## config.mk

```make
export PLATFORM = sky130hd
export DESIGN_NAME = reset_release_sequencer
export DESIGN_NICKNAME = d
export VERILOG_FILES = /design/src/reset_seq_pkg.sv /design/src/reset_release_sequencer.sv
export SDC_FILE = /design/constraint.sdc
export NUM_CORES = 1
export LEC_CHECK = 0
export BUFFER_PORTS_ARGS = -buffer_cell sky130_fd_sc_hd__buf_2
export CAP_MARGIN = 5
export CORE_UTILIZATION = 50
export CTS_CLUSTER_DIAMETER = 40
export DETAILED_ROUTE_END_ITERATION = 10
export PLACE_DENSITY = 0.72
export SYNTH_ARGS = -nofsm -noshare
export SYNTH_HDL_FRONTEND = slang
export SYNTH_SLANG_ARGS = --single-unit
```

## constraint.sdc

```tcl
create_clock -name clk_sys -period 2.55 [get_ports clk_sys]
set_clock_uncertainty 0.2 [all_clocks]
set_input_delay 0.1275 -clock clk_sys [delete_from_list [all_inputs] [get_ports clk_sys]]
set_output_delay 0.1275 -clock clk_sys [all_outputs]
set_load 0.02 [all_outputs]
```

## src/reset_seq_pkg.sv

```systemverilog
package reset_seq_pkg;
    localparam int CLK_PERIOD_NS = 10;
    localparam int POR_DELAY_NS = 10_000;
    localparam int VREG_DELAY_NS = 10_000;
    localparam int POWER_UP_TIMER_DELAY_NS = 64_000_000;
    localparam int PLL_LOCK_NS = 2_000_000;
    localparam int MON_START_NS = 100_000;
    // least times, rounded up to whole cycles
    localparam int POR_CYC = (POR_DELAY_NS + CLK_PERIOD_NS - 1) / CLK_PERIOD_NS;
    localparam int VREG_CYC = (VREG_DELAY_NS + CLK_PERIOD_NS - 1) / CLK_PERIOD_NS;
    localparam int POWER_UP_TIMER_CYC = (POWER_UP_TIMER_DELAY_NS + CLK_PERIOD_NS - 1) / CLK_PERIOD_NS;
    localparam int PLL_LOCK_CYC = (PLL_LOCK_NS + CLK_PERIOD_NS - 1) / CLK_PERIOD_NS;
    localparam int MON_START_CYC = (MON_START_NS + CLK_PERIOD_NS - 1) / CLK_PERIOD_NS;
    localparam int TRST_CYC = 16;
    localparam int OST_W = 10;
    localparam logic [OST_W-1:0] OST_LAST = 10'h3ff;
    localparam int CNT_W = 24;
    localparam int ADDR_W = 4;
    localparam int DATA_W = 16;
    localparam logic [ADDR_W-1:0] REG_CAUSE = 4'h0;
    localparam logic [ADDR_W-1:0] REG_OSC = 4'h1;
    localparam logic [ADDR_W-1:0] REG_RTC_CAL = 4'h2;
    localparam logic [ADDR_W-1:0] REG_NVM = 4'h3;
    localparam logic [ADDR_W-1:0] REG_IRQ_STAT = 4'h4;
    localparam logic [ADDR_W-1:0] REG_IRQ_MASK = 4'h5;
    localparam logic [ADDR_W-1:0] REG_SEQ_STAT = 4'h6;
    localparam int CAUSE_TRAP = 15;
    localparam int CAUSE_OPCODE = 14;
    localparam int CAUSE_PIN = 7;
    localparam int CAUSE_SW = 6;
    localparam int CAUSE_WDT = 4;
    localparam int CAUSE_BOR = 1;
    localparam int CAUSE_POR = 0;
    localparam logic [DATA_W-1:0] CAUSE_MASK = 16'hc0d3;
    localparam logic [DATA_W-1:0] CAUSE_POR_VAL = 16'h0003;
    localparam int OSC_CUR_LSB = 12;
    localparam int OSC_FAIL_BIT = 3;
    localparam int CFG_INIT_LSB = 8;
    localparam logic [2:0] OSC_FRC = 3'h0;
    localparam logic [2:0] OSC_FRCPLL = 3'h1;
    localparam logic [2:0] OSC_PRI = 3'h2;
    localparam logic [2:0] OSC_PRIPLL = 3'h3;
    localparam logic [2:0] OSC_SECONDARY_OSC = 3'h4;
    localparam int N_SRC = 8;
    localparam int SRC_POR = 0;
    localparam int SRC_BOR = 1;
    localparam int SRC_PIN = 2;
    localparam int SRC_WDT = 3;
    localparam int SRC_SW = 4;
    localparam int SRC_TRAP = 5;
    localparam int SRC_OPC = 6;
    localparam int SRC_UNW = 7;
    localparam int IRQ_W = 3;
    localparam int IRQ_RST_REL = 0;
    localparam int IRQ_CLK_REL = 1;
    localparam int IRQ_FAIL = 2;

    typedef logic [CNT_W-1:0] cnt_type;
    typedef enum logic [1:0] {kind_short = 2'h0, kind_bor = 2'h1, kind_por = 2'h2} kind_type;
    typedef enum logic [2:0] {
        st_src = 3'h0, st_por = 3'h1, st_startup = 3'h3, st_trst = 3'h2, st_run = 3'h6
    } seq_state_type;
    typedef enum logic [1:0] {ck_ready = 2'h0, ck_ost = 2'h1, ck_lock = 2'h3} clk_phase_type;

    typedef struct packed {
        logic wr;
        logic rd;
        logic [ADDR_W-1:0] addr;
        logic [DATA_W-1:0] wdata;
    } bus_req_type;

    typedef struct packed {
        logic [N_SRC-1:0] src_s1;
        logic [N_SRC-1:0] src_s2;
        logic tick_s1;
        logic tick_s2;
        logic tick_s3;
        logic valid_s1;
        logic valid_s2;
        seq_state_type st;
        kind_type kind;
        cnt_type cnt;
        logic [2:0] sel;
        clk_phase_type phase;
        cnt_type clk_cnt;
        logic [OST_W-1:0] ost_cnt;
        logic clk_ready;
        logic mon_wait;
        logic mon_on;
        cnt_type mon_cnt;
        logic fail_pulse;
        logic fail_flag;
        logic [DATA_W-1:0] cause;
        logic [DATA_W-1:0] rtc_cal;
        logic [DATA_W-1:0] nvm;
        logic [IRQ_W-1:0] irq_stat;
        logic [IRQ_W-1:0] irq_mask;
        logic [DATA_W-1:0] rdata;
    } state_type;

    localparam state_type RESET_STATE = '{
        src_s1: '0, src_s2: '0, tick_s1: 1'b0, tick_s2: 1'b0, tick_s3: 1'b0,
        valid_s1: 1'b0, valid_s2: 1'b0, st: st_src, kind: kind_por, cnt: '0,
        sel: OSC_FRC, phase: ck_ready, clk_cnt: '0, ost_cnt: '0, clk_ready: 1'b0,
        mon_wait: 1'b0, mon_on: 1'b0, mon_cnt: '0, fail_pulse: 1'b0, fail_flag: 1'b0,
        cause: CAUSE_POR_VAL, rtc_cal: '0, nvm: '0, irq_stat: '0, irq_mask: '0, rdata: '0
    };
endpackage : reset_seq_pkg

```

## src/reset_release_sequencer.sv

```systemverilog
// Added by the designer: the register addresses and the address-and-strobe port.
`timescale 1ns/1ps
module reset_release_sequencer #(
    parameter int unsigned POWER_UP_TIMER_CYCLES = reset_seq_pkg::POWER_UP_TIMER_CYC,
    parameter int unsigned PLL_LOCK_CYCLES = reset_seq_pkg::PLL_LOCK_CYC,
    parameter int unsigned MON_START_CYCLES = reset_seq_pkg::MON_START_CYC
) (
    input wire logic clk_sys,
    input wire logic rst,
    input wire logic [reset_seq_pkg::N_SRC-1:0] reset_src,
    input wire logic clock_switch_en,
    input wire logic regulator_en,
    input wire logic monitor_en,
    input wire logic primary_is_crystal,
    input wire logic [reset_seq_pkg::DATA_W-1:0] config_word_two,
    input wire logic osc_tick,
    input wire logic osc_valid,
    input wire reset_seq_pkg::bus_req_type bus_req,
    output logic [reset_seq_pkg::DATA_W-1:0] rd_data,
    output logic system_reset_out,
    output logic cpu_run,
    output logic clk_released,
    output logic [2:0] clk_sel,
    output logic monitor_active,
    output logic osc_fail_trap,
    output logic irq
);
    import reset_seq_pkg::*;

    state_type q_ff;
    state_type nxt_q;
    logic any_src;
    logic leave_src;
    logic tick_edge;
    logic clk_ok;

    function automatic kind_type src_kind(input logic [N_SRC-1:0] s);
        if (s[SRC_POR]) return kind_por;
        if (s[SRC_BOR]) return kind_bor;
        return kind_short;
    endfunction : src_kind

    function automatic logic needs_ost(input logic [2:0] s, input logic xtal);
        return (s == OSC_SECONDARY_OSC) || (xtal && (s == OSC_PRI || s == OSC_PRIPLL));
    endfunction : needs_ost

    function automatic logic needs_pll(input logic [2:0] s);
        return (s == OSC_FRCPLL) || (s == OSC_PRIPLL);
    endfunction : needs_pll

    function automatic logic hit(input bus_req_type r, input logic [ADDR_W-1:0] off);
        return r.addr == off;
    endfunction : hit

    function automatic logic [DATA_W-1:0] cause_bits(input logic [N_SRC-1:0] s);
        logic [DATA_W-1:0] c;
        c = '0;
        c[CAUSE_BOR] = s[SRC_BOR];
        c[CAUSE_PIN] = s[SRC_PIN];
        c[CAUSE_WDT] = s[SRC_WDT];
        c[CAUSE_SW] = s[SRC_SW];
        c[CAUSE_TRAP] = s[SRC_TRAP];
        c[CAUSE_OPCODE] = s[SRC_OPC] | s[SRC_UNW];
        return c;
    endfunction : cause_bits

    assign any_src = |q_ff.src_s2;
    assign leave_src = (q_ff.st == st_src) && !any_src;
    assign tick_edge = q_ff.tick_s2 & ~q_ff.tick_s3;
    assign clk_ok = q_ff.valid_s2 & q_ff.clk_ready;

    always_comb begin
        logic [2:0] new_sel;
        cnt_type lim;
        logic [IRQ_W-1:0] ev;
        new_sel = q_ff.sel;
        lim = '0;
        ev = '0;
        nxt_q = q_ff;
        // pins from other domains; stage one feeds stage two only
        nxt_q.src_s1 = reset_src;
        nxt_q.src_s2 = q_ff.src_s1;
        nxt_q.tick_s1 = osc_tick;
        nxt_q.tick_s2 = q_ff.tick_s1;
        nxt_q.tick_s3 = q_ff.tick_s2;
        nxt_q.valid_s1 = osc_valid;
        nxt_q.valid_s2 = q_ff.valid_s1;
        nxt_q.fail_pulse = 1'b0;

        // software writes first so hardware updates below win
        if (bus_req.wr) begin
            if (hit(bus_req, REG_CAUSE)) nxt_q.cause = bus_req.wdata & CAUSE_MASK;
            if (hit(bus_req, REG_OSC)) begin
                nxt_q.sel = bus_req.wdata[OSC_CUR_LSB +: 3];
                nxt_q.fail_flag = bus_req.wdata[OSC_FAIL_BIT];
            end
            if (hit(bus_req, REG_RTC_CAL)) nxt_q.rtc_cal = bus_req.wdata;
            if (hit(bus_req, REG_NVM)) nxt_q.nvm = bus_req.wdata;
            if (hit(bus_req, REG_IRQ_MASK)) nxt_q.irq_mask = bus_req.wdata[IRQ_W-1:0];
        end

        // clock release timers, independent of the reset delay
        case (q_ff.phase)
            ck_ost: begin
                if (tick_edge) begin
                    nxt_q.ost_cnt = q_ff.ost_cnt + 10'h001;
                    if (q_ff.ost_cnt == OST_LAST) begin
                        if (needs_pll(q_ff.sel)) begin
                            nxt_q.phase = ck_lock;
                            nxt_q.clk_cnt = '0;
                        end else begin
                            nxt_q.phase = ck_ready;
                            nxt_q.clk_ready = 1'b1;
                        end
                    end
                end
            end
            ck_lock: begin
                nxt_q.clk_cnt = q_ff.clk_cnt + 24'h000001;
                if (q_ff.clk_cnt == cnt_type'(PLL_LOCK_CYCLES - 1)) begin
                    nxt_q.phase = ck_ready;
                    nxt_q.clk_ready = 1'b1;
                end
            end
            ck_ready: ;
            default: nxt_q.phase = ck_ready;
        endcase

        // clock fail monitor
        if (q_ff.mon_wait) begin
            nxt_q.mon_cnt = q_ff.mon_cnt + 24'h000001;
            if (q_ff.mon_cnt == cnt_type'(MON_START_CYCLES - 1)) begin
                nxt_q.mon_wait = 1'b0;
                nxt_q.mon_on = 1'b1;
            end
        end
        if (q_ff.mon_on && !clk_ok) begin
            nxt_q.sel = OSC_FRC;
            nxt_q.phase = ck_ready;
            nxt_q.clk_ready = 1'b1;
            nxt_q.mon_on = 1'b0;
            nxt_q.fail_pulse = 1'b1;
            nxt_q.fail_flag = 1'b1;
            ev[IRQ_FAIL] = 1'b1;
        end

        // reset sequencer; an active source overrides the state, the delay count and the monitor
        if (any_src) begin
            nxt_q.st = st_src;
            nxt_q.cnt = '0;
            nxt_q.mon_wait = 1'b0;
            nxt_q.mon_on = 1'b0;
            if (q_ff.st != st_src || src_kind(q_ff.src_s2) > q_ff.kind) begin
                nxt_q.kind = src_kind(q_ff.src_s2);
            end
            nxt_q.cause = nxt_q.cause | cause_bits(q_ff.src_s2);
            if (q_ff.src_s2[SRC_POR]) begin
                nxt_q.cause = CAUSE_POR_VAL;
                nxt_q.rtc_cal = '0;
                nxt_q.nvm = '0;
            end
        end else begin
            case (q_ff.st)
                st_src: begin
                    // with clock_switch_en set, every reset other than power-on and brown-out keeps the running source
                    if (!clock_switch_en || q_ff.kind != kind_short) begin
                        new_sel = config_word_two[CFG_INIT_LSB +: 3];
                    end
                    nxt_q.sel = new_sel;
                    nxt_q.cnt = '0;
                    nxt_q.clk_cnt = '0;
                    nxt_q.ost_cnt = '0;
                    nxt_q.phase = ck_ready;
                    nxt_q.clk_ready = 1'b1;
                    if (q_ff.kind != kind_short) begin
                        if (needs_ost(new_sel, primary_is_crystal)) begin
                            nxt_q.phase = ck_ost;
                            nxt_q.clk_ready = 1'b0;
                        end else if (needs_pll(new_sel)) begin
                            nxt_q.phase = ck_lock;
                            nxt_q.clk_ready = 1'b0;
                        end
                    end
                    case (q_ff.kind)
                        kind_por: nxt_q.st = st_por;
                        kind_bor: nxt_q.st = st_startup;
                        default: nxt_q.st = st_trst;
                    endcase
                end
                st_por: begin
                    nxt_q.cnt = q_ff.cnt + 24'h000001;
                    if (q_ff.cnt == cnt_type'(POR_CYC - 1)) begin
                        nxt_q.st = st_startup;
                        nxt_q.cnt = '0;
                    end
                end
                st_startup: begin
                    lim = regulator_en ? cnt_type'(VREG_CYC - 1) : cnt_type'(POWER_UP_TIMER_CYCLES - 1);
                    nxt_q.cnt = q_ff.cnt + 24'h000001;
                    if (q_ff.cnt == lim) begin
                        nxt_q.st = st_trst;
                        nxt_q.cnt = '0;
                    end
                end
                st_trst: begin
                    nxt_q.cnt = q_ff.cnt + 24'h000001;
                    if (q_ff.cnt == cnt_type'(TRST_CYC - 1)) begin
                        nxt_q.st = st_run;
                        ev[IRQ_RST_REL] = 1'b1;
                        if (monitor_en) begin
                            // after a power-on or brown-out, slow sources get settling time before checks start
                            if (q_ff.kind != kind_short && (needs_ost(q_ff.sel, primary_is_crystal)
                                    || needs_pll(q_ff.sel))) begin
                                nxt_q.mon_wait = 1'b1;
                                nxt_q.mon_cnt = '0;
                            end else begin
                                nxt_q.mon_on = 1'b1;
                            end
                        end
                    end
                end
                st_run: ;
                default: nxt_q.st = st_src;
            endcase
        end

        ev[IRQ_CLK_REL] = nxt_q.clk_ready & ~q_ff.clk_ready;

        // read clears the status; a same-cycle event still lands
        if (bus_req.rd && hit(bus_req, REG_IRQ_STAT)) nxt_q.irq_stat = '0;
        nxt_q.irq_stat = nxt_q.irq_stat | ev;

        nxt_q.rdata = '0;
        if (bus_req.rd) begin
            case (bus_req.addr)
                REG_CAUSE: nxt_q.rdata = q_ff.cause;
                REG_OSC: begin
                    nxt_q.rdata[OSC_CUR_LSB +: 3] = q_ff.sel;
                    nxt_q.rdata[OSC_FAIL_BIT] = q_ff.fail_flag;
                end
                REG_RTC_CAL: nxt_q.rdata = q_ff.rtc_cal;
                REG_NVM: nxt_q.rdata = q_ff.nvm;
                REG_IRQ_STAT: nxt_q.rdata = {13'h0, q_ff.irq_stat};
                REG_IRQ_MASK: nxt_q.rdata = {13'h0, q_ff.irq_mask};
                REG_SEQ_STAT: nxt_q.rdata = {6'h00, q_ff.mon_on, q_ff.mon_wait, q_ff.clk_ready,
                    q_ff.phase, q_ff.kind, q_ff.st};
                default: nxt_q.rdata = '0;
            endcase
        end
    end

    always_ff @(posedge clk_sys) begin
        if (rst) begin
            q_ff <= RESET_STATE;
        end else begin
            q_ff <= nxt_q;
        end
    end

    assign rd_data = q_ff.rdata;
    // the synced source gates the output at once; the state follows one cycle later
    assign system_reset_out = (q_ff.st != st_run) || any_src;
    assign cpu_run = (q_ff.st == st_run) && !any_src && q_ff.clk_ready;
    assign clk_released = q_ff.clk_ready;
    assign clk_sel = q_ff.sel;
    assign monitor_active = q_ff.mon_on;
    assign osc_fail_trap = q_ff.fail_pulse;
    assign irq = |(q_ff.irq_stat & q_ff.irq_mask);

    localparam cnt_type POR_LAST = cnt_type'(POR_CYC - 1);
    localparam cnt_type VREG_LAST = cnt_type'(VREG_CYC - 1);
    localparam cnt_type POWER_UP_TIMER_LAST = cnt_type'(POWER_UP_TIMER_CYCLES - 1);
    localparam cnt_type PLL_LAST = cnt_type'(PLL_LOCK_CYCLES - 1);
    localparam cnt_type MON_LAST = cnt_type'(MON_START_CYCLES - 1);
endmodule : reset_release_sequencer

```

==> results.cfg, run 1 <==
[run_status]
outcome = finished clean

[clock_network]
cts_max_level = 4
clockBufferDepth = 2
cts_tree = yes
path_clk_slew_ns = 0.07
clock_sinks = 188
cts_buffers = 17
post_cts_buffers = 0
clk_latency_ns = 0.45
root_buffer = clkbuf_16

[yosys]
syn_area_sq_um = 8530
synth-seq-area-share_pct = 44.1
synth_flop_cell = dfxtp_1
synth_warnings = 0
netlist_instances = 1010
synth-edff-count = 0
synthDistinctLibCells = 69
yosys_register_bits = 188
synthArstFlopShare_pct = 0
syn_nets = 1072
synth.avg_cell_area_sq_um = 8.45

[routing]
drtIter0Drc = 803
routedWlPerCell_um = 16.0
via_per_inst = 5.70
drcViolationCount = 0
postRouteAntennaNets = 0
wirelength_um = 21700
first_pass_iters = 9
num_vias = 7705

[sta]
period_share_pct = 98.3
hold_violations = 0
slew_headroom_pct = 49.5
tightest_slew_ns = 0.758
setup_viol = 0
drv_slew = 0
rsz0062_at_grt = true
fmax_mhz = 399
layout_min_cycle_time_ns = 2.51
fin_ws_ns = 0.0423

[setup_path]
critPathKind = reg -> reg
cp.arrival_ns = 2.65
cpPeakStageDelay_ns = 0.54
path_max_fanout = 11
crit_family = simple AND/OR/NAND/NOR gates
cp-end-kind = flip-flop
start_kind = flip-flop
crit_buf_inv = 1
crit_path_top_delay_cell = or4_4
required_ns = 2.69
path_cells = or4_4 -> or3b_4 -> a211oi_4 -> nor3_4 -> buf_6 -> a21o_1 -> a22o_1

[global_routing]
grt_overflow = 0
grt_first_pass_wirelength_um = 35800
grt_start_max_net_pins = 44
gr-usage-all-layers_pct = 25.5
first_global_vias = 7245
antenna_found_initial = 0

[die]
num_rows = 47
core_sq_um = 16600
start_util_pct = 51.3
dieHeight_um = 133
die-area_sq_um = 17600
die_w_um = 133
io_pins = 79

[flow_run]
max_cap_violations = 0

[final_layout]
area_delta_synth_final_pct = 19.6
antenna_cells = 0
design_area_sq_um = 10200
fin_nets = 1181
n_fill_cell = 1425
drive_above_1_share_pct = 17.0
finalCoreUtilization_pct = 61.3

[power]
p_per_area_nw_per_um2 = 598
peakVddDrop_mv = 0.537
p_leak_nw = 3.86

[placement]
dp_slack_ns = -0.00566
dpl.hpwl_um = 15200
place.gp.congestion = 0.908
placed_area_sq_um = 9230
io_buffers = 65

[worst_hold_path]
hp-class = in -> reg
worst reg2reg max path, delay by kind of cell, from the launching register on:
family / cells / cell delay [ns]
DFF: 1 / 0.32
buffers and inverters: 1 / 0.15
and+or+nand+nor: 3 / 1.05
AOI/OAI and AO/OA: 3 / 0.69
registers in the layout, summed over array words and instances, names as in the netlist:
name	count
osc_fail_trap	1
clk_released	1
clk_sel	3
q_ff	155
monitor_active	1
rd_data	16
nxt_q	11
power by group:
group | total [mW] | internal, mW | switching (mW)
sequential | 3.02 | 2.98 | 0.0423
clock | 2.57 | 1.31 | 1.26
combinational | 0.501 | 0.220 | 0.281
total | 6.10 | 4.51 | 1.58
repair_timing:
action,4_1_cts,5_1_grt
pin swaps,0,4
hold buffers,37,0
endpoints found under the hold margin,69,0
resized for setup,2,6
endpoints found under the setup margin,5,38
per-stage QoR:
step,std cells,TNS (ns),power [mW],hold slack [ns]
finish,1352,0,6.10,0.0376
global route,1352,-0.0880,6.29,0.0805
CTS,1352,0,6.12,0.0379
detailed placement,1283,-0.00566,3.54,0.146
global placement,1283,0,3.53,0.141
floorplan,1010,0,3.35,0.0557
cells by family after synthesis:
family	after synthesis	share of synthesized area, %
AND/OR/NAND/NOR	483	28.5
flip-flops	188	44.1
AO/OA/AOI/OAI	185	14.2
buffers and inverters	83	4.78
XOR/XNOR	41	4.21
multiplexers	22	3.02
adder cells (fa/ha/maj)	8	1.17
final timing paths:
kind | endpoint | from | slack (ns) | depth (start not counted)
setup / recovery | q_ff[143] | q_ff[141] | 0.04 | 7
hold / removal | clk_sel[0] | rst | 0.04 | 3
setup reg to reg | q_ff[143] | q_ff[141] | 0.04 | 7
hold reg to reg | q_ff[173] | nxt_q[173] | 0.24 | 1
cells in the mapped netlist (3+ instances only):
cell | number | area (sq um)
and4_1 | 9 | 78.8
or3_1 | 8 | 50.1
a211oi_1 | 7 | 52.6
and2_1 | 13 | 81.3
o311ai_1 | 6 | 52.6
o31ai_1 | 6 | 45.0
a21oi_1 | 77 | 385
nor2_2 | 4 | 25.0
nand2b_1 | 11 | 68.8
and3_1 | 33 | 206
a31oi_1 | 9 | 56.3
buf_6 | 3 | 33.8
o21ai_0 | 24 | 120
nor2_1 | 97 | 364
nor4b_1 | 6 | 52.6
xnor2_1 | 13 | 114
dfxtp_1 | 188 | 3760
clkbuf_1 | 46 | 173
nor4_1 | 11 | 68.8
buf_4 | 19 | 143
nand2_1 | 149 | 559
or2_2 | 3 | 18.8
mux2i_1 | 10 | 100
nand3_1 | 41 | 205
a22oi_1 | 9 | 67.6
nor3_1 | 19 | 95.1
a21o_1 | 4 | 30.0
o21ai_1 | 3 | 15.0
nand4_1 | 29 | 181
or4_1 | 3 | 22.5
a22o_1 | 7 | 61.3
ha_1 | 8 | 100
nor2b_1 | 31 | 194
inv_1 | 10 | 37.5
o2bb2ai_1 | 3 | 26.3
mux2_2 | 10 | 113
xor2_1 | 28 | 245
a222oi_1 | 8 | 80.1
area by class of cell:
cell class	count	area (sq um)	share of cell area, %
multi-input cells	739	4390	43.0
flip-flops and latches	188	3770	36.9
repair buffers	162	1160	11.4
clock buffers	18	439	4.31
well taps	220	275	2.70
clock inverters	14	125	1.23
inverters	11	41.3	0.405
layer usage:
layer | GRT usage, % | vias up | part of all wire (%)
met4 | 10.2 | 0 | 2.4
met2 | 42.3 | 284 | 47
li1 | - | 3782 | -
met3 | 4.41 | 45 | 5.5
met5 | 0 | - | 0
met1 | 32.9 | 3594 | 45
cell usage in the layout, fill, tap and decap left out, types with 17 or more instances in the layout:
master,instances
a21oi_1,77
and3_1,33
buf_2,65
buf_4,58
clkbuf_16,17
dfxtp_1,186
dlygate4sd3_1,37
nand2_1,149
nand3_1,41
nand4_1,29
nor2_1,97
nor2b_1,31
nor3_1,19
o21ai_0,24
xor2_1,28
No activity file was read; power rests on OpenSTA's default activity.
==> run 2, diff against run 1 <==
Settings changed: PLACE_DENSITY 0.72 to 0.69.
Clock period 2.55 ns to 2.8 ns, I/O delays scaled along.
==> run 2 against run 1 <==
Compared with the run above:
- via count is 1.9% lower
- wire length down 2.2%
- power shrank 9.8%
- count of clock-buffer cells in the layout stayed put
- fmax shrank 5.4%
- global-route usage shrank 0.97 points
- design area is 2.0% lower
- combinational power decreased by 14%
- non-clock buffer count shrank 23
- cell count decreased by 1.7%
- critical path type unchanged
- critical endpoint is now q_ff[134]
==> results.cfg, run 2 (synthesized netlist as in run 1, its figures left out) <==
[final_layout]
area_delta_synth_final_pct = 17.2
design_area_sq_um = 10000
regMostFlops = q_ff
fin_nets = 1158
layout_common_cells = dfxtp_1 (188), nand2_1 (149), nor2_1 (97)
largest_register_ffs = 155
drive_above_1_share_pct = 14.9
antenna_cells = 0
mostFrequentLayoutCell = dfxtp_1
stdcell_count = 1329

[setup_path]
cpPeakStageDelay_ns = 0.73
cp_common_cell = a21oi_1
crit_path_top_delay_cell = or4_1
cp-end-kind = flip-flop
rrSetupSlack_ns = 0.15
path_max_fanout = 9
path_cells = and4_1 -> nand2_1 -> or4_1 -> a21oi_1 -> a21oi_1 -> dlygate4sd3_1 -> nor2_1
required_ns = 2.96
cp.arrival_ns = 2.81
critPathKind = reg -> reg
start_kind = flip-flop

[sta]
slew_headroom_pct = 50.8
hold_violations = 0
layout_min_cycle_time_ns = 2.65
rsz0062_at_grt = false
fin_ws_ns = 0.150
fmax_mhz = 377
setup_viol = 0
period_share_pct = 94.6
tightest_slew_ns = 0.735
setup_tns_ns = 0
drv_slew = 0

[clock_network]
clk_latency_ns = 0.43
cts_max_level = 4
cts_buffers = 17
cts_tree = yes
clock_sinks = 188
root_buffer = clkbuf_16
clockBufferDepth = 2
path_clk_slew_ns = 0.07

[die]
die_w_um = 133
start_util_pct = 51.3
die-area_sq_um = 17600
io_pins = 79
dieHeight_um = 133
core_sq_um = 16600
num_rows = 47

[routing]
first_pass_iters = 7
drcViolationCount = 0
via_per_inst = 5.69
num_vias = 7561
routedWlPerCell_um = 15.9
postRouteAntennaNets = 0
drtIter0Drc = 563
wirelength_um = 21200

[placement]
place.gp.congestion = 0.890
dpl.hpwl_um = 14800
dp.cells = 1258
io_buffers = 65
dp_slack_ns = 0.0529
placed_area_sq_um = 9050

[worst_hold_path]
hp-class = in -> reg

[power]
peakVddDrop_mv = 0.405
p_per_area_nw_per_um2 = 550
p_leak_nw = 3.73
finalPower_mw = 5.50

[global_routing]
grt_first_pass_wirelength_um = 34300
gr-usage-all-layers_pct = 24.5
first_global_vias = 6936
antenna_found_initial = 0
grt_overflow = 0
grt_start_max_net_pins = 44

[run_status]
outcome = finished clean

[flow_run]
max_cap_violations = 0
-- run 2: cell types whose count changed in the layout (fill, tap and decap cells not counted), sizes merged --
cell,change
buf,-23
inv,-3
bufinv,+1
clkinv,+1
clkinvlp,+1
-- run 2: area by class of cell --
| type | count | area, sq um |
|---|---|---|
| Tap cell | 220 | 275 |
| Sequential cell | 188 | 3760 |
| Inverter | 11 | 41.3 |
| Multi-Input combinational cell | 739 | 4370 |
| Clock inverter | 14 | 134 |
| Fill cell | 1449 | 6650 |
| Clock buffer | 18 | 429 |
| Timing Repair Buffer | 139 | 986 |
-- run 2: where the power goes --
part	internal (mW)	switching [mW]	total [mW]
Sequential	2.72	0.0463	2.76
Combinational	0.184	0.245	0.429
Clock	1.24	1.07	2.31
Total	4.14	1.36	5.50
-- run 2: stage by stage --
step,hold WS [ns],utilization (%)
after global routing,0.0841,60.1
after CTS,0.0455,60.0
after floorplan,0.0682,-
after detailed placement,0.155,54.4
after global placement,0.153,54.4
final,0.0687,60.1
-- run 2: worst paths after layout --
path	startpoint	endpoint	cells after the start
setup / recovery	q_ff[103]	q_ff[134]	7
hold / removal	bus_req[17]	rd_data[11]	3
setup reg to reg	q_ff[103]	q_ff[134]	7
hold reg to reg	nxt_q[170]	nxt_q[169]	1
-- run 2: critical path, delay by kind of cell (launching register included) --
family	cells	cell delay, ns
AND/OR/NAND/NOR	4	1.16
buffers and inverters	1	0.56
flip-flops	1	0.41
AO/OA/AOI/OAI	2	0.27
-- run 2: timing repair --
| item | in CTS | in global routing |
|---|---|---|
| gates resized for setup | 0 | 1 |
| hold buffers | 37 | 0 |
| endpoints found under the setup margin | 0 | 8 |
| hold endpoints to repair | 66 | 0 |
| buffers inserted | 0 | 2 |
-- run 2: per-layer routing --
layer	vias up	GRT usage, %	wire (um)
li1	3728	-	-
met1	3573	32.8	10000
met2	237	39.8	9830
met3	23	5.25	1110
met4	0	7.09	245
met5	-	0	0
